===== src/sbc_defs.svh =====
// Notes on behaviour
// RULE_01: error-report sync low time from 4-bit field; zero is half a cycle, plus one per step.
// RULE_02: sync-request low time from 4-bit field; zero is 5 frames plus 9 octets.
// RULE_03: report global multiframe clock period in parallel-clock cycles, 8-bit read-only.
// RULE_04: one enable bit per lane; a cleared bit keeps that lane's checker frozen.
// RULE_05: 3-bit lane selector picks which lane's error count is readable.
// RULE_06: 2-bit pattern selector picks the PRBS sequence; code 01 is PRBS15.
// RULE_07: checking runs while the run bit is 1 and stops while it is 0.
// RULE_08: clear bit at 1 resets the test state machine and all lane error counters.
// RULE_09: writable 24-bit error threshold in three byte registers, low to high.
// RULE_10: selected lane's 24-bit error count readable as three bytes, low to high.
// RULE_11: per-lane pass flags, 8-bit read-only, all pass after reset.
// RULE_12: enabled and running lanes count PRBS mismatches; fail once count exceeds threshold.
// RULE_13: far end sends the chosen PRBS sequence continuously on every lane under test.
`ifndef SBC_DEFS_SVH
`define SBC_DEFS_SVH

// ----------------------------------------
// register offsets
// ----------------------------------------
`define SBC_ADDR_SYNC_DUR 12'h312
`define SBC_ADDR_LMFC 12'h313
`define SBC_ADDR_LANE_EN 12'h315
`define SBC_ADDR_CTRL 12'h316
`define SBC_ADDR_THR_LO 12'h317
`define SBC_ADDR_THR_MID 12'h318
`define SBC_ADDR_THR_HI 12'h319
`define SBC_ADDR_CNT_LO 12'h31A
`define SBC_ADDR_CNT_MID 12'h31B
`define SBC_ADDR_CNT_HI 12'h31C
`define SBC_ADDR_PASS 12'h31D

// ----------------------------------------
// reset values
// ----------------------------------------
`define SBC_RST_BYTE 8'h00
`define SBC_RST_PASS 8'hFF
`define SBC_CTRL_WMASK 8'h7F

// ----------------------------------------
// timing figures
// ----------------------------------------
// half a cycle for a zero error-report setting rounds up to one cycle
`define SBC_ERR_BASE_CYC 12'h001
`define SBC_REQ_FRAMES 12'h005
`define SBC_REQ_OCTETS 12'h009
`define SBC_OCTETS_PER_CYC_LOG2 2
`define SBC_ROUND_UP_OCTETS 12'h003
`define SBC_LMFC_FIRST 8'h01
`define SBC_LMFC_MAX 8'hFF

// ----------------------------------------
// prbs taps, bit 0 of a word is first in time
// ----------------------------------------
`define SBC_TAP_P7_A 7
`define SBC_TAP_P7_B 6
`define SBC_TAP_P15_A 15
`define SBC_TAP_P15_B 14
`define SBC_TAP_P23_A 23
`define SBC_TAP_P23_B 18
`define SBC_TAP_P31_A 31
`define SBC_TAP_P31_B 28

`endif


===== src/sbc_pkg.sv =====
package sbc_pkg;

  // pattern codes; only 01 is fixed, the others are this block's choice
  typedef enum logic [1:0] {
    SBC_PRBS7 = 2'h0,
    SBC_PRBS15 = 2'h1,
    SBC_PRBS23 = 2'h2,
    SBC_PRBS31 = 2'h3
  } sbc_pattern_t;

  // sync pulse durations register layout
  typedef struct packed {
    logic [3:0] error_report_low_time;
    logic [3:0] sync_request_low_time;
  } sbc_sync_dur_t;

  // test control register layout
  typedef struct packed {
    logic reserved;
    logic [2:0] error_count_lane_select;
    sbc_pattern_t pattern_select;
    logic checker_run;
    logic checker_clear;
  } sbc_ctrl_t;

  // test sequencer
  typedef enum logic [2:0] {
    SBC_IDLE = 3'h1,
    SBC_PRIME = 3'h2,
    SBC_CHECK = 3'h4
  } sbc_state_t;

  // register access request
  typedef struct packed {
    logic [11:0] addr;
    logic wr;
    logic rd;
    logic [7:0] wdata;
  } sbc_reg_req_t;

endpackage : sbc_pkg


===== src/sbc_lane_checker.sv =====
`timescale 1ns/1ps
`default_nettype none
`include "sbc_defs.svh"

module sbc_lane_checker #(
  parameter int WORD_W = 32,
  parameter int CNT_W = 24
) (
  input wire logic clk,
  input wire logic rst_n,
  input wire logic lane_checker_enable,
  input wire logic checker_clear,
  input wire logic prime,
  input wire logic check,
  input wire sbc_pkg::sbc_pattern_t pattern_select,
  input wire logic [CNT_W-1:0] threshold,
  input wire logic [WORD_W-1:0] rx_word,
  output logic [CNT_W-1:0] error_count,
  output logic lane_pass
);

  // ----------------------------------------
  // pattern taps
  // ----------------------------------------
  function automatic int tap_a(input sbc_pkg::sbc_pattern_t p);
    unique case (p)
      sbc_pkg::SBC_PRBS7: tap_a = `SBC_TAP_P7_A;
      sbc_pkg::SBC_PRBS15: tap_a = `SBC_TAP_P15_A;
      sbc_pkg::SBC_PRBS23: tap_a = `SBC_TAP_P23_A;
      sbc_pkg::SBC_PRBS31: tap_a = `SBC_TAP_P31_A;
    endcase
  endfunction : tap_a

  function automatic int tap_b(input sbc_pkg::sbc_pattern_t p);
    unique case (p)
      sbc_pkg::SBC_PRBS7: tap_b = `SBC_TAP_P7_B;
      sbc_pkg::SBC_PRBS15: tap_b = `SBC_TAP_P15_B;
      sbc_pkg::SBC_PRBS23: tap_b = `SBC_TAP_P23_B;
      sbc_pkg::SBC_PRBS31: tap_b = `SBC_TAP_P31_B;
    endcase
  endfunction : tap_b

  logic [WORD_W-1:0] prev_word;
  logic [2*WORD_W-1:0] history;
  logic [WORD_W-1:0] mismatch;
  logic [CNT_W:0] next_error_count;
  logic [$clog2(WORD_W+1)-1:0] word_errors;
  logic active;

  assign active = lane_checker_enable && check; // RULE_04 RULE_07
  assign history = {rx_word, prev_word};

  // ----------------------------------------
  // self-synchronising compare
  // ----------------------------------------
  // a single line error shows as three mismatches; that is the price of
  // needing no seed lock and recovering by itself after a slip
  always_comb begin
    int ta;
    int tb;
    ta = tap_a(pattern_select);
    tb = tap_b(pattern_select);
    for (int i = 0; i < WORD_W; i++) begin
      mismatch[i] = history[WORD_W+i] ^ history[WORD_W+i-ta] ^ history[WORD_W+i-tb]; // RULE_06
    end
  end

  // count ones of the mismatch word
  always_comb begin
    word_errors = '0;
    for (int i = 0; i < WORD_W; i++) begin
      word_errors = word_errors + {{($bits(word_errors)-1){1'b0}}, mismatch[i]};
    end
    next_error_count = {1'b0, error_count} + {{(CNT_W+1-$bits(word_errors)){1'b0}}, word_errors};
  end

  // history word; a frozen lane keeps its last word
  always_ff @(posedge clk or negedge rst_n) begin
    if (!rst_n) begin
      prev_word <= '0;
    end else if (checker_clear) begin
      prev_word <= '0;
    end else if (lane_checker_enable && (prime || check)) begin
      prev_word <= rx_word;
    end
  end

  // saturating error counter
  always_ff @(posedge clk or negedge rst_n) begin
    if (!rst_n) begin
      error_count <= '0;
    end else if (checker_clear) begin
      error_count <= '0; // RULE_08
    end else if (active) begin
      error_count <= next_error_count[CNT_W] ? '1 : next_error_count[CNT_W-1:0]; // RULE_12
    end
  end

  // pass flag drops once the count is above threshold and stays down
  always_ff @(posedge clk or negedge rst_n) begin
    if (!rst_n) begin
      lane_pass <= 1'b1; // RULE_11
    end else if (checker_clear) begin
      lane_pass <= 1'b1;
    end else if (active && (error_count > threshold)) begin
      lane_pass <= 1'b0; // RULE_12
    end
  end

endmodule : sbc_lane_checker
`default_nettype wire


===== src/sbc_top.sv =====
`timescale 1ns/1ps
`default_nettype none
`include "sbc_defs.svh"

module sbc_top #(
  parameter int LANES = 8,
  parameter int WORD_W = 32,
  parameter int CNT_W = 24,
  parameter int SEL_W = 3,
  parameter int DUR_W = 12
) (
  input wire logic clk,
  input wire logic rst_n,
  input wire sbc_pkg::sbc_reg_req_t reg_req,
  output logic [7:0] reg_rdata,
  output logic reg_rvalid,
  input wire logic [LANES-1:0][WORD_W-1:0] lane_data,
  input wire logic [7:0] frame_octets,
  input wire logic sync_request_pulse,
  input wire logic error_report_pulse,
  input wire logic lmfc_pulse,
  output logic sync_output_n
);

  // ----------------------------------------
  // register storage
  // ----------------------------------------
  sbc_pkg::sbc_sync_dur_t sync_pulse_durations;
  logic [LANES-1:0] ber_lane_enables;
  sbc_pkg::sbc_ctrl_t ber_test_control;
  logic [7:0] ber_threshold_low;
  logic [7:0] ber_threshold_mid;
  logic [7:0] ber_threshold_high;
  logic [7:0] multiframe_period_report;

  logic [CNT_W-1:0] threshold;
  logic [LANES-1:0][CNT_W-1:0] lane_counts;
  logic [LANES-1:0] lane_pass_flags;
  logic [CNT_W-1:0] selected_count;

  sbc_pkg::sbc_state_t state;
  sbc_pkg::sbc_state_t next_state;
  logic seq_prime;
  logic seq_check;
  logic [SEL_W-1:0] count_lane;

  // write decode used by every writable register
  function automatic logic wr_hit(input sbc_pkg::sbc_reg_req_t r, input logic [11:0] a);
    wr_hit = r.wr && (r.addr == a);
  endfunction : wr_hit

  // ----------------------------------------
  // writable registers
  // ----------------------------------------
  // sync pulse durations
  always_ff @(posedge clk or negedge rst_n) begin
    if (!rst_n) begin
      sync_pulse_durations <= `SBC_RST_BYTE;
    end else if (wr_hit(reg_req, `SBC_ADDR_SYNC_DUR)) begin
      sync_pulse_durations <= reg_req.wdata;
    end
  end

  // lane enables
  always_ff @(posedge clk or negedge rst_n) begin
    if (!rst_n) begin
      ber_lane_enables <= LANES'(`SBC_RST_BYTE);
    end else if (wr_hit(reg_req, `SBC_ADDR_LANE_EN)) begin
      ber_lane_enables <= reg_req.wdata[LANES-1:0]; // RULE_04
    end
  end

  // test control; reserved top bit stays zero
  // clear is a level: software sets it and clears it again
  always_ff @(posedge clk or negedge rst_n) begin
    if (!rst_n) begin
      ber_test_control <= `SBC_RST_BYTE;
    end else if (wr_hit(reg_req, `SBC_ADDR_CTRL)) begin
      ber_test_control <= reg_req.wdata & `SBC_CTRL_WMASK;
    end
  end

  // threshold low byte
  always_ff @(posedge clk or negedge rst_n) begin
    if (!rst_n) begin
      ber_threshold_low <= `SBC_RST_BYTE;
    end else if (wr_hit(reg_req, `SBC_ADDR_THR_LO)) begin
      ber_threshold_low <= reg_req.wdata; // RULE_09
    end
  end

  // threshold middle byte
  always_ff @(posedge clk or negedge rst_n) begin
    if (!rst_n) begin
      ber_threshold_mid <= `SBC_RST_BYTE;
    end else if (wr_hit(reg_req, `SBC_ADDR_THR_MID)) begin
      ber_threshold_mid <= reg_req.wdata; // RULE_09
    end
  end

  // threshold high byte
  always_ff @(posedge clk or negedge rst_n) begin
    if (!rst_n) begin
      ber_threshold_high <= `SBC_RST_BYTE;
    end else if (wr_hit(reg_req, `SBC_ADDR_THR_HI)) begin
      ber_threshold_high <= reg_req.wdata; // RULE_09
    end
  end

  // bytes are written one at a time, so a threshold change passes through
  // mixed values; software should stop the test while rewriting it
  assign threshold = {ber_threshold_high, ber_threshold_mid,
                      ber_threshold_low}; // RULE_09

  // ----------------------------------------
  // test sequencer
  // ----------------------------------------
  // prime loads one word of history so the first compare is not garbage;
  // stopping freezes counts and flags so they can be read at leisure
  always_comb begin
    next_state = state;
    unique case (state)
      sbc_pkg::SBC_IDLE: begin
        if (ber_test_control.checker_run) begin
          next_state = sbc_pkg::SBC_PRIME; // RULE_07
        end
      end
      sbc_pkg::SBC_PRIME: begin
        next_state = ber_test_control.checker_run ? sbc_pkg::SBC_CHECK : sbc_pkg::SBC_IDLE;
      end
      sbc_pkg::SBC_CHECK: begin
        if (!ber_test_control.checker_run) begin
          next_state = sbc_pkg::SBC_IDLE; // RULE_07
        end
      end
      default: next_state = sbc_pkg::SBC_IDLE;
    endcase
  end

  // clear holds the sequencer idle for as long as it is set
  always_ff @(posedge clk or negedge rst_n) begin
    if (!rst_n) begin
      state <= sbc_pkg::SBC_IDLE;
    end else if (ber_test_control.checker_clear) begin
      state <= sbc_pkg::SBC_IDLE; // RULE_08
    end else begin
      state <= next_state;
    end
  end

  // one state decode shared by every lane
  // rather than a compare in each instance
  assign seq_prime = (state == sbc_pkg::SBC_PRIME);
  assign seq_check = (state == sbc_pkg::SBC_CHECK); // RULE_07

  // ----------------------------------------
  // lane checkers
  // ----------------------------------------
  // a lane enabled mid-run compares against stale history;
  // enable lanes before starting the test
  for (genvar g = 0; g < LANES; g++) begin : g_lane
    sbc_lane_checker #(
      .WORD_W(WORD_W),
      .CNT_W(CNT_W)
    ) u_checker (
      .clk(clk),
      .rst_n(rst_n),
      .lane_checker_enable(ber_lane_enables[g]), // RULE_04
      .checker_clear(ber_test_control.checker_clear), // RULE_08
      .prime(seq_prime),
      .check(seq_check), // RULE_07
      .pattern_select(ber_test_control.pattern_select), // RULE_06
      .threshold(threshold), // RULE_09
      .rx_word(lane_data[g]),
      .error_count(lane_counts[g]),
      .lane_pass(lane_pass_flags[g])
    );
  end

  // count of the lane picked for readback; bytes are read live, so
  // stop the test before reading all three for a coherent value
  assign count_lane = SEL_W'(ber_test_control.error_count_lane_select); // RULE_05
  assign selected_count = lane_counts[count_lane]; // RULE_05

  // ----------------------------------------
  // multiframe clock period measurement
  // ----------------------------------------
  logic [7:0] lmfc_cycles;
  logic lmfc_seen;

  // cycles since the last pulse; saturates at the field width
  always_ff @(posedge clk or negedge rst_n) begin
    if (!rst_n) begin
      lmfc_cycles <= `SBC_RST_BYTE;
    end else if (lmfc_pulse) begin
      lmfc_cycles <= `SBC_LMFC_FIRST;
    end else if (lmfc_cycles != `SBC_LMFC_MAX) begin
      lmfc_cycles <= lmfc_cycles + `SBC_LMFC_FIRST;
    end
  end

  // the first pulse only starts the count
  always_ff @(posedge clk or negedge rst_n) begin
    if (!rst_n) begin
      lmfc_seen <= 1'b0;
    end else if (lmfc_pulse) begin
      lmfc_seen <= 1'b1;
    end
  end

  // a period is known only from the second pulse on
  always_ff @(posedge clk or negedge rst_n) begin
    if (!rst_n) begin
      multiframe_period_report <= `SBC_RST_BYTE;
    end else if (lmfc_pulse && lmfc_seen) begin
      multiframe_period_report <= lmfc_cycles; // RULE_03
    end
  end

  // ----------------------------------------
  // sync output pulse generator
  // ----------------------------------------
  logic [DUR_W-1:0] low_left;
  logic [DUR_W-1:0] req_base_cycles;
  logic [DUR_W-1:0] req_cycles;
  logic [DUR_W-1:0] err_cycles;
  logic low_next;

  // five frames plus nine octets, rounded up to whole four-octet cycles
  assign req_base_cycles = DUR_W'((`SBC_REQ_FRAMES * {4'h0, frame_octets}
                           + `SBC_REQ_OCTETS + `SBC_ROUND_UP_OCTETS)
                           >> `SBC_OCTETS_PER_CYC_LOG2);
  assign req_cycles = req_base_cycles
                      + {8'h00, sync_pulse_durations.sync_request_low_time}; // RULE_02
  assign err_cycles = `SBC_ERR_BASE_CYC
                      + {8'h00, sync_pulse_durations.error_report_low_time}; // RULE_01

  // a request outranks an error report and restarts the low time
  // an error report during a low period is dropped, not queued
  always_ff @(posedge clk or negedge rst_n) begin
    if (!rst_n) begin
      low_left <= '0;
    end else if (sync_request_pulse) begin
      low_left <= req_cycles; // RULE_02
    end else if (error_report_pulse && (low_left == '0)) begin
      low_left <= err_cycles; // RULE_01
    end else if (low_left != '0) begin
      low_left <= low_left - DUR_W'(1);
    end
  end

  // low while a period starts and on every counted cycle but the last
  assign low_next = sync_request_pulse || (error_report_pulse && (low_left == '0))
                    || (low_left > DUR_W'(1)); // RULE_01 RULE_02

  // registered so the pin never glitches
  always_ff @(posedge clk or negedge rst_n) begin
    if (!rst_n) begin
      sync_output_n <= 1'b1;
    end else begin
      sync_output_n <= !low_next;
    end
  end

  // ----------------------------------------
  // register read port
  // ----------------------------------------
  // answer strobe; reads never stall, so always one cycle after the strobe
  always_ff @(posedge clk or negedge rst_n) begin
    if (!rst_n) begin
      reg_rvalid <= 1'b0;
    end else begin
      reg_rvalid <= reg_req.rd; // RULE_10
    end
  end

  // unmapped offsets read zero; data holds until the next read
  always_ff @(posedge clk or negedge rst_n) begin
    if (!rst_n) begin
      reg_rdata <= `SBC_RST_BYTE;
    end else begin
      if (reg_req.rd) begin
        unique case (reg_req.addr)
          `SBC_ADDR_SYNC_DUR: reg_rdata <= sync_pulse_durations;
          `SBC_ADDR_LMFC: reg_rdata <= multiframe_period_report; // RULE_03
          `SBC_ADDR_LANE_EN: reg_rdata <= 8'(ber_lane_enables);
          `SBC_ADDR_CTRL: reg_rdata <= ber_test_control;
          `SBC_ADDR_THR_LO: reg_rdata <= ber_threshold_low;
          `SBC_ADDR_THR_MID: reg_rdata <= ber_threshold_mid;
          `SBC_ADDR_THR_HI: reg_rdata <= ber_threshold_high;
          `SBC_ADDR_CNT_LO: reg_rdata <= selected_count[7:0]; // RULE_10
          `SBC_ADDR_CNT_MID: reg_rdata <= selected_count[15:8]; // RULE_10
          `SBC_ADDR_CNT_HI: reg_rdata <= selected_count[23:16]; // RULE_10
          `SBC_ADDR_PASS: reg_rdata <= 8'(lane_pass_flags); // RULE_11
          default: reg_rdata <= `SBC_RST_BYTE;
        endcase
      end
    end
  end

endmodule : sbc_top
`default_nettype wire


===== config.mk =====
export PLATFORM = sky130hd
export DESIGN_NAME = sbc_top
export DESIGN_NICKNAME = d
export VERILOG_FILES = /design/src/sbc_pkg.sv /design/src/sbc_lane_checker.sv /design/src/sbc_top.sv
export VERILOG_INCLUDE_DIRS = /design/src
export SDC_FILE = /design/constraint.sdc
export NUM_CORES = 2
export LEC_CHECK = 0
export BUFFER_PORTS_ARGS = -buffer_cell sky130_fd_sc_hd__buf_2
export CAP_MARGIN = 0
export CELL_PAD_IN_SITES_DETAIL_PLACEMENT = 1
export CELL_PAD_IN_SITES_GLOBAL_PLACEMENT = 1
export CORE_MARGIN = 2
export CORE_UTILIZATION = 47
export DETAILED_ROUTE_END_ITERATION = 16
export MAX_ROUTING_LAYER = met4
export PLACE_DENSITY_LB_ADDON = 0.12
export SLEW_MARGIN = 25
export SYNTH_ARGS = -nofsm -noshare
export SYNTH_HDL_FRONTEND = slang
export SYNTH_SLANG_ARGS = --single-unit

===== constraint.sdc =====
create_clock -name clk -period 10.2 [get_ports clk]
set_input_delay 0.51 -clock clk [delete_from_list [all_inputs] [get_ports clk]]
set_output_delay 0.51 -clock clk [all_outputs]
set_load 0.05 [all_outputs]

== Word level (Yosys, flattened, before mapping) ==
Cells that the tools add are included.

* Add/sub/neg operators: 326
* $mul: 1
* Order comparisons: 74
* Equality and inequality tests: 20
* Muxes and demuxes: 1,607
* Bitwise gates (word level): 512
* Reductions and logical operators: 66

{| class="wikitable"
|+ Operators by type and width
! cell !! number
|-
| 1-bit binary-select mux with 6-bit select || 512
|-
| 32-bit by 8-bit less-than comparator with 1-bit output (second input constant) || 64
|-
| 7-bit by 32-bit subtractor with 32-bit output (first input constant) || 64
|-
| 6-bit by 1-bit adder with 6-bit output || 240
|-
| 1-bit 2-to-1 mux || 1,040
|-
| 24-bit 2-to-1 mux || 25
|-
| 32-bit 2-to-1 mux || 16
|-
| 1-bit XOR || 512
|-
| 32-bit case mux with 4 select lines || 2
|-
| 24-bit by 6-bit adder with 25-bit output || 8
|-
| 24-bit greater-than comparator || 8
|-
| 12-bit by 10-bit == test with 1-bit output (second input constant) || 11
|-
| 8-bit case mux with 11 select lines || 1
|-
| 24-bit binary-select mux with 3-bit select || 1
|-
| 2-bit nonzero test || 25
|-
| 12-bit 2-to-1 mux || 3
|-
| 1-bit logical AND || 32
|-
| 1-bit by 1-bit adder with 2-bit output || 8
|-
| 8-bit 2-to-1 mux || 2
|-
| 11-bit by 4-bit adder with 12-bit output (second input constant) || 1
|-
| 12-bit by 2-bit adder with 12-bit output (second input constant) || 1
|-
| 12-bit by 1-bit greater-than comparator with 1-bit output (second input constant) || 1
|-
| 12-bit zero test || 1
|-
| 3-bit 2-to-1 mux || 4
|-
| other kinds (20) || 24
|}

* Flip-flop bits (word level): 545
* Input port bits: 291
* Output and inout bits: 10
* Word-level logic and storage cells: 2,648

== Longest topological paths before layout ==
* Depth in word-level cells: 43
* Mapped depth: 43
* Mapped depth without buffers: 33

== Modules after synthesis ==
A second synthesis with hierarchy kept.

* Cells, all modules: 7,780
* Area, all modules: 83,612.7 um^2

{| class="wikitable"
|+ By module, submodules not included
! module !! times used !! cells an instance !! area each (um^2) !! seq. area each (um^2)
|-
| sbc_lane_checker at g_lane[0].u_checker ... || 3 || 897 || 9,631.7 || 1,427.6
|-
| sbc_lane_checker at g_lane[3].u_checker ... || 3 || 904 || 9,630.5 || 1,427.6
|-
| sbc_lane_checker at g_lane[5].u_checker || 1 || 902 || 9,654.3 || 1,427.6
|-
| sbc_lane_checker at g_lane[4].u_checker || 1 || 918 || 9,623.0 || 1,427.6
|-
| sbc_top || 1 || 557 || 6,548.8 || 2,229.6
|}

== Worst setup path before layout ==
Ideal clock, no wire load.

* Path type: register -> register
* Start: register ber_test_control[2] (netlist name)
* End: register g_lane[2].u_checker.error_count[23]
* Setup time: 0.094 ns
* Arrival: 10.028 ns
* Required time: 10.106 ns
* Setup slack: 0.078 ns
* Cell stages (with the launch flop): 40
* Buffers on the path: 11
* Clock period less this slack: 10.122 ns
* Cell sequence: dfrtp_1 -> ha_1 -> buf_4 -> buf_2 -> inv_1 -> buf_2 -> buf_2 -> buf_1 -> buf_2 -> ha_1 -> buf_4 -> buf_4 -> buf_2 -> buf_1 -> mux4_2 -> mux2i_1 -> o22ai_1 -> a221oi_1 -> [... 4 more ...] -> fa_1 -> fa_1 -> inv_1 -> fa_1 -> fa_1 -> fa_1 -> fa_1 -> inv_1 -> a21o_1 -> a21oi_1 -> xnor2_1 -> ha_1 -> nand2_1 -> o21ai_0 -> or3b_2 -> buf_2 -> and2_1 -> a211oi_1

* Word-level cells in the longest chain between the ends: 43
* Elaborated cells between the ends (all ways): 361
* Classes of those cells: 96 x add/sub; 3 x eq/ne; 197 x mux; 64 x bitwise; 1 x reduce/logical

{| class="wikitable"
|+ Ends and longest elaborated chain
! what !! line !! RTL
|-
| start, declared || sbc_top.sv:30 || <nowiki>sbc_pkg::sbc_ctrl_t ber_test_control;</nowiki>
|-
| start signal, assigned || sbc_top.sv:77 || <nowiki>ber_test_control <= `SBC_RST_BYTE;</nowiki>
|-
| start signal, assigned || sbc_top.sv:79 || <nowiki>ber_test_control <= reg_req.wdata & `SBC_CTRL_WMASK;</nowiki>
|-
| 2-bit == test, or another cell as far along || sbc_lane_checker.sv:26, sbc_lane_checker.sv:35 ||
|-
| 32-bit case mux with 4 select lines || sbc_lane_checker.sv:26 || <nowiki>unique case (p)</nowiki>
|-
| 7-bit by 32-bit subtractor with 32-bit output || sbc_lane_checker.sv:64 || <nowiki>mismatch[i] = history[WORD_W+i] ^ history[WORD_W+i-ta] ^ history[WORD_W+i-tb];</nowiki>
|-
| 1-bit binary-select mux with 6-bit select || sbc_lane_checker.sv:64 ||
|-
| 1-bit 2-to-1 mux (implied by the code) (2 in a row) || sbc_lane_checker.sv:64 ||
|-
| 1-bit XOR (2 in a row) || sbc_lane_checker.sv:64 ||
|-
| 1-bit by 1-bit adder with 2-bit output || sbc_lane_checker.sv:72 || <nowiki>word_errors = word_errors + {{($bits(word_errors)-1){1'b0}}, mismatch[i]};</nowiki>
|-
| 6-bit by 1-bit adder with 6-bit output (29 in a row) || sbc_lane_checker.sv:72 ||
|-
| 6-bit by 1-bit adder with 6-bit output (*) || sbc_lane_checker.sv:72 ||
|-
| 24-bit by 6-bit adder with 25-bit output (*) || sbc_lane_checker.sv:74 || <nowiki>next_error_count = {1'b0, error_count} + {{(CNT_W+1-$bits(word_errors)){1'b0}}, word_errors};</nowiki>
|-
| 24-bit 2-to-1 mux (*) || sbc_lane_checker.sv:95 || <nowiki>error_count <= next_error_count[CNT_W] ? '1 : next_error_count[CNT_W-1:0];</nowiki>
|-
| 24-bit 2-to-1 mux (*) || sbc_lane_checker.sv:94 || <nowiki>end else if (active) begin</nowiki>
|-
| 24-bit 2-to-1 mux (*) || sbc_lane_checker.sv:92 || <nowiki>end else if (checker_clear) begin</nowiki>
|-
| end signal, assigned || sbc_lane_checker.sv:95 ||
|-
| end, declared || sbc_lane_checker.sv:18 || <nowiki>output logic [CNT_W-1:0] error_count,</nowiki>
|}

Mark *: on every way between the ends. The rest lies on a longest branch, timed or not. The select of a mux whose other input is x is not followed.
A chain may end at the register's enable or synchronous reset.

== Worst setup path after layout ==
* Start: register ber_test_control[2] (netlist name)
* End: register g_lane[6].u_checker.error_count[13]

* Word-level cells in the longest chain between the ends: 43
* Elaborated cells between the ends (all ways): 361
* Classes of those cells: 96 x add/sub; 3 x eq/ne; 197 x mux; 64 x bitwise; 1 x reduce/logical

{| class="wikitable"
|+ Ends and longest elaborated chain
! what !! line
|-
| 2-bit == test, or another cell as far along || sbc_lane_checker.sv:26, sbc_lane_checker.sv:35
|-
| 32-bit case mux with 4 select lines || sbc_lane_checker.sv:26
|-
| 7-bit by 32-bit subtractor with 32-bit output || sbc_lane_checker.sv:64
|-
| 1-bit binary-select mux with 6-bit select || sbc_lane_checker.sv:64
|-
| 1-bit 2-to-1 mux (implied by the code) (2 in a row) || sbc_lane_checker.sv:64
|-
| 1-bit XOR (2 in a row) || sbc_lane_checker.sv:64
|-
| 1-bit by 1-bit adder with 2-bit output || sbc_lane_checker.sv:72
|-
| 6-bit by 1-bit adder with 6-bit output (29 in a row) || sbc_lane_checker.sv:72
|-
| 6-bit by 1-bit adder with 6-bit output (*) || sbc_lane_checker.sv:72
|-
| 24-bit by 6-bit adder with 25-bit output (*) || sbc_lane_checker.sv:74
|-
| 24-bit 2-to-1 mux (*) || sbc_lane_checker.sv:95
|-
| 24-bit 2-to-1 mux (*) || sbc_lane_checker.sv:94
|-
| 24-bit 2-to-1 mux (*) || sbc_lane_checker.sv:92
|-
| end signal, assigned || sbc_lane_checker.sv:95
|-
| end, declared || sbc_lane_checker.sv:18
|}

Marks and branches as above.

==> impl_metrics.csv <==
group,metric,value,unit
critical_path,worstReg2RegStart,"ber_test_control[2]",
critical_path,r2r-end,"g_lane[6].u_checker.error_count[13]",
logic_synthesis,synthesis.nets,8437,
clock_tree,tritoncts.num_buffers,76,
layout,registers.top_by_ff_count,"g_lane.u_checker.prev_word",
logic_synthesis,compound_cell_area_share_of_the_yosys_netlist,14.8,%
layout,final_cell_area,84800,µm²
logic_synthesis,synth_warnings,0,
timing,worst_slack,0.297,ns
drt,avgRoutedWirePerCell,38.3,µm
grt,grt_antenna_before_repair,54,
drt,drt_wl_total,380,mm
hold_path,hold_path_startpoint,"lane_data[255]",
placement,io_buffers,300,
placement,placed_cell_areas,81600,µm²
logic_synthesis,synth_enable_flop_cells,0,
timing,period_minus_slack,9.90,ns
logic_synthesis,async_flop_share,100,%
critical_path,crit_path_top_delay_cell,"sky130_fd_sc_hd__or4b_2",
logic_synthesis,yosys-mux-area-fraction,33.6,%
logic_synthesis,synth-seq-area-share,17.7,%
critical_path,crit_type,"flop to flop",
clock_tree,clockRootBuffer,"sky130_fd_sc_hd__clkbuf_16",
drt,avgViaCountPerCell,7.41,
critical_path,crit_path_largest_cell_delay,0.74,ns
logic_synthesis,synthesis.instances,7604,
drt,antenna_left,0,
layout,final_core_util,52.1,%
timing,worst_slew_pin_slew,1.12,ns
clock_tree,clock_path_buffers,3,
logic_synthesis,post_synth_and_or_nand_nor_area_fraction,10.2,%
drt,initialDrtViolationCount,9923,
floorplanning,floorplan.initialDensity,47.3,%
clock_tree,h-tree-depth,3,
floorplanning,dieWidth,409,µm
logic_synthesis,netlist_top_cells_area,"sky130_fd_sc_hd__mux4_2 23%, sky130_fd_sc_hd__dfrtp_1 17%, sky130_fd_sc_hd__mux2i_1 7.7%",
grt,grt_util_met3,15.1,%
logic_synthesis,synth_top_area_cell,"sky130_fd_sc_hd__mux4_2",
floorplanning,num_rows,148,
grt,grt_pass1_vias,73200,
critical_path,r2r.worst_path.cells,33,
layout,layout.nets,8468,
layout,instances_no_fill,9933,
critical_path,worst_ep_required_time,10.79,ns
timing,setup_viol,0,
critical_path,critical_path_buf_inv_count,7,
logic_synthesis,share_of_yosys_cell_area_claimed_by_the_top_area_cell_type,23.3,%
grt,grt_util_met1,58.4,%
layout,biggestRegsByFlops,"g_lane.u_checker.prev_word: 256 flops, g_lane.u_checker.error_count: 192 flops, low_left: 12 flops",
critical_path,cp_delay_by_family_top,"adder cells",
floorplanning,die_area,167000,µm²
placement,placement.setup.worst_slack,-0.106,ns
grt,global_route.usage.total,45.8,%
timing,report.final.hold_viol_count,0,
run_status,run_status,"finished, final reports clean",
layout,share_of_final_layout_standard_cells_stronger_than_drive_strength_1,24.6,%
layout,largest_register_ffs,256,
logic_synthesis,postSynth.topFlopCell,"sky130_fd_sc_hd__dfrtp_1",
logic_synthesis,synth.distinct_cells,89,
hold_path,worstHoldEndpoint,"g_lane[7].u_checker.prev_word[31]",
power_and_ir_drop,cellPowerDensity,158,nW/µm²
placement,post-place-cells,9722,
logic_synthesis,largest_family_of_logic_cells_by_synthesized_area,"multiplexers",
drt,post-route-drc-count,0,
logic_synthesis,synth_adder_area_share,10.8,%
placement,hpwl,276,mm
layout,area_growth_syn_to_layout,10.0,%
logic_synthesis,synth_xor_area_share,7.16,%
logic_synthesis,synth-seq-cells,545,
grt,grt_met2_use,64.9,%
hold_path,worstHoldPathCells,2,
timing,final.period_utilization,97.1,%
timing,slew-limit-headroom,25.3,%
timing,final.setup_skew,0.0505,ns
critical_path,timing.critical_path.arrival,10.50,ns
layout,layout.cells.most_common,"sky130_fd_sc_hd__mux4_2",
grt,grt_max_degree,146,
drt,1st_pass_router_iterations,6,
drt,via_count,73600,
clock_tree,path_clk_slew,0.06,ns
critical_path,worst_path_most_repeated_cell,"sky130_fd_sc_hd__fa_1",
run,max_cap_violations,0,
logic_synthesis,postSynthAreaPerCell,10.1,µm²
power_and_ir_drop,vdd_drop_max,0.233,mV
clock_tree,cts.sinks,545,
power_and_ir_drop,p_leak,36.3,nW
grt,globalRouteOverflowTotal,0,
critical_path,cp-start-kind,"flop",
grt,gr-max-usage-layer,"met2",
critical_path,critical_path.endpoint_type,"flop",
floorplanning,ios,301,
clock_tree,cts_tree,"yes",
timing,timing_max_transition_violations_final,0,
critical_path,rrSetupSlack,0.30,ns
logic_synthesis,post_synth_instance_area,77000,µm²
layout,final_cell_mix,"798 x sky130_fd_sc_hd__mux4_2, 682 x sky130_fd_sc_hd__nand2_1, 592 x sky130_fd_sc_hd__mux2i_1, 531 x sky130_fd_sc_hd__dfrtp_1, 424 x sky130_fd_sc_hd__xnor2_1",
floorplanning,core-area,163000,µm²
timing,setup_tns,0,ns
clock_tree,clk_latency,0.76,ns
placement,place.gp.congestion,1.04,
floorplanning,die_h,409,µm
timing,fmax,101,MHz
hold_path,hold_path_class,"input port to flop",
grt,grt_pass1_wl,545,mm
critical_path,timing.critical_path.fanout_max,8,
## worst register-to-register path: cells and delay by family, from the launching register on
family,cells,cell delay (ns)
flops,1,0.47
buf+inv,7,1.19
compound gates,7,1.14
fa+ha+maj,11,4.52
simple gates,5,2.00
xor+xnor,3,0.46
## synthesized netlist by cell type, drive strengths merged (220+ instances only)
| cell | count |
|---|---|
| buf | 354 |
| ha | 339 |
| nand2 | 690 |
| a22o | 263 |
| mux2i | 592 |
| xnor2 | 426 |
| mux4 | 798 |
| o21ai | 220 |
| inv | 303 |
| dfrtp | 535 |
| a21oi | 305 |
| nor2 | 326 |
| clkbuf | 366 |
## routing by layer
metal,share of wire (%),routed length [µm],up-vias
met1,38,144000,38000
li1,-,-,29200
met4,6.0,22800,0
met5,0,0,-
met3,13,50100,1075
met2,43,164000,5361
## how the worst max path moves through the flow
stage                              from                                   to  slack [ns]  cells after the start
floorplan           ber_test_control[2]  g_lane[2].u_checker.error_count[23]        0.08                     39
global route        ber_test_control[3]  g_lane[0].u_checker.error_count[11]      -0.004                     33
detailed placement  ber_test_control[2]   g_lane[2].u_checker.error_count[7]       -0.11                     32
finish              ber_test_control[2]  g_lane[6].u_checker.error_count[13]        0.30                     33
global placement    ber_test_control[2]  g_lane[2].u_checker.error_count[15]        0.09                     32
CTS                 ber_test_control[2]  g_lane[2].u_checker.error_count[23]        0.09                     32
## power breakdown
part | total, mW | internal (mW) | switching (mW)
Combinational | 8.21 | 3.32 | 4.88
Clock | 3.03 | 1.76 | 1.27
Sequential | 2.20 | 2.18 | 0.0191
## layout make-up
class	instances	area (µm²)
Sequential cell	545	13700
Multi-Input combinational cell	6034	59300
Clock inverter	41	591
Tap cell	2175	2720
Clock buffer	101	2160
Timing Repair Buffer	673	5000
Inverter	305	1170
Antenna cell	59	148
Fill cell	17700	78000
## what timing repair did
action | 4_1_cts | 5_1_grt
pin swaps | 1 | 1
setup endpoints to repair | 12 | 112
hold buffers | 2 | 0
gates resized for setup | 1 | 23
buffers inserted | 1 | 5
cloned | 0 | 1
hold endpoints to repair | 82 | 0
## per-stage QoR
stage / hold slack (ns) / total power [mW]
6_report: 0.0729 / 13.4
5_1_grt: 0.0892 / 14.4
4_1_cts: 0.0279 / 13.3
3_5_place_dp: 0.466 / 10.2
3_3_place_gp: 0.451 / 9.87
2_1_floorplan: 0.214 / 7.26
## logic make-up after synthesis
family	after synthesis
flops	545
mux	1567
compound gates	1621
fa+ha+maj	542
buf+inv	1025
simple gates	1674
xor+xnor	630
No activity file was read; power rests on OpenSTA's default activity.
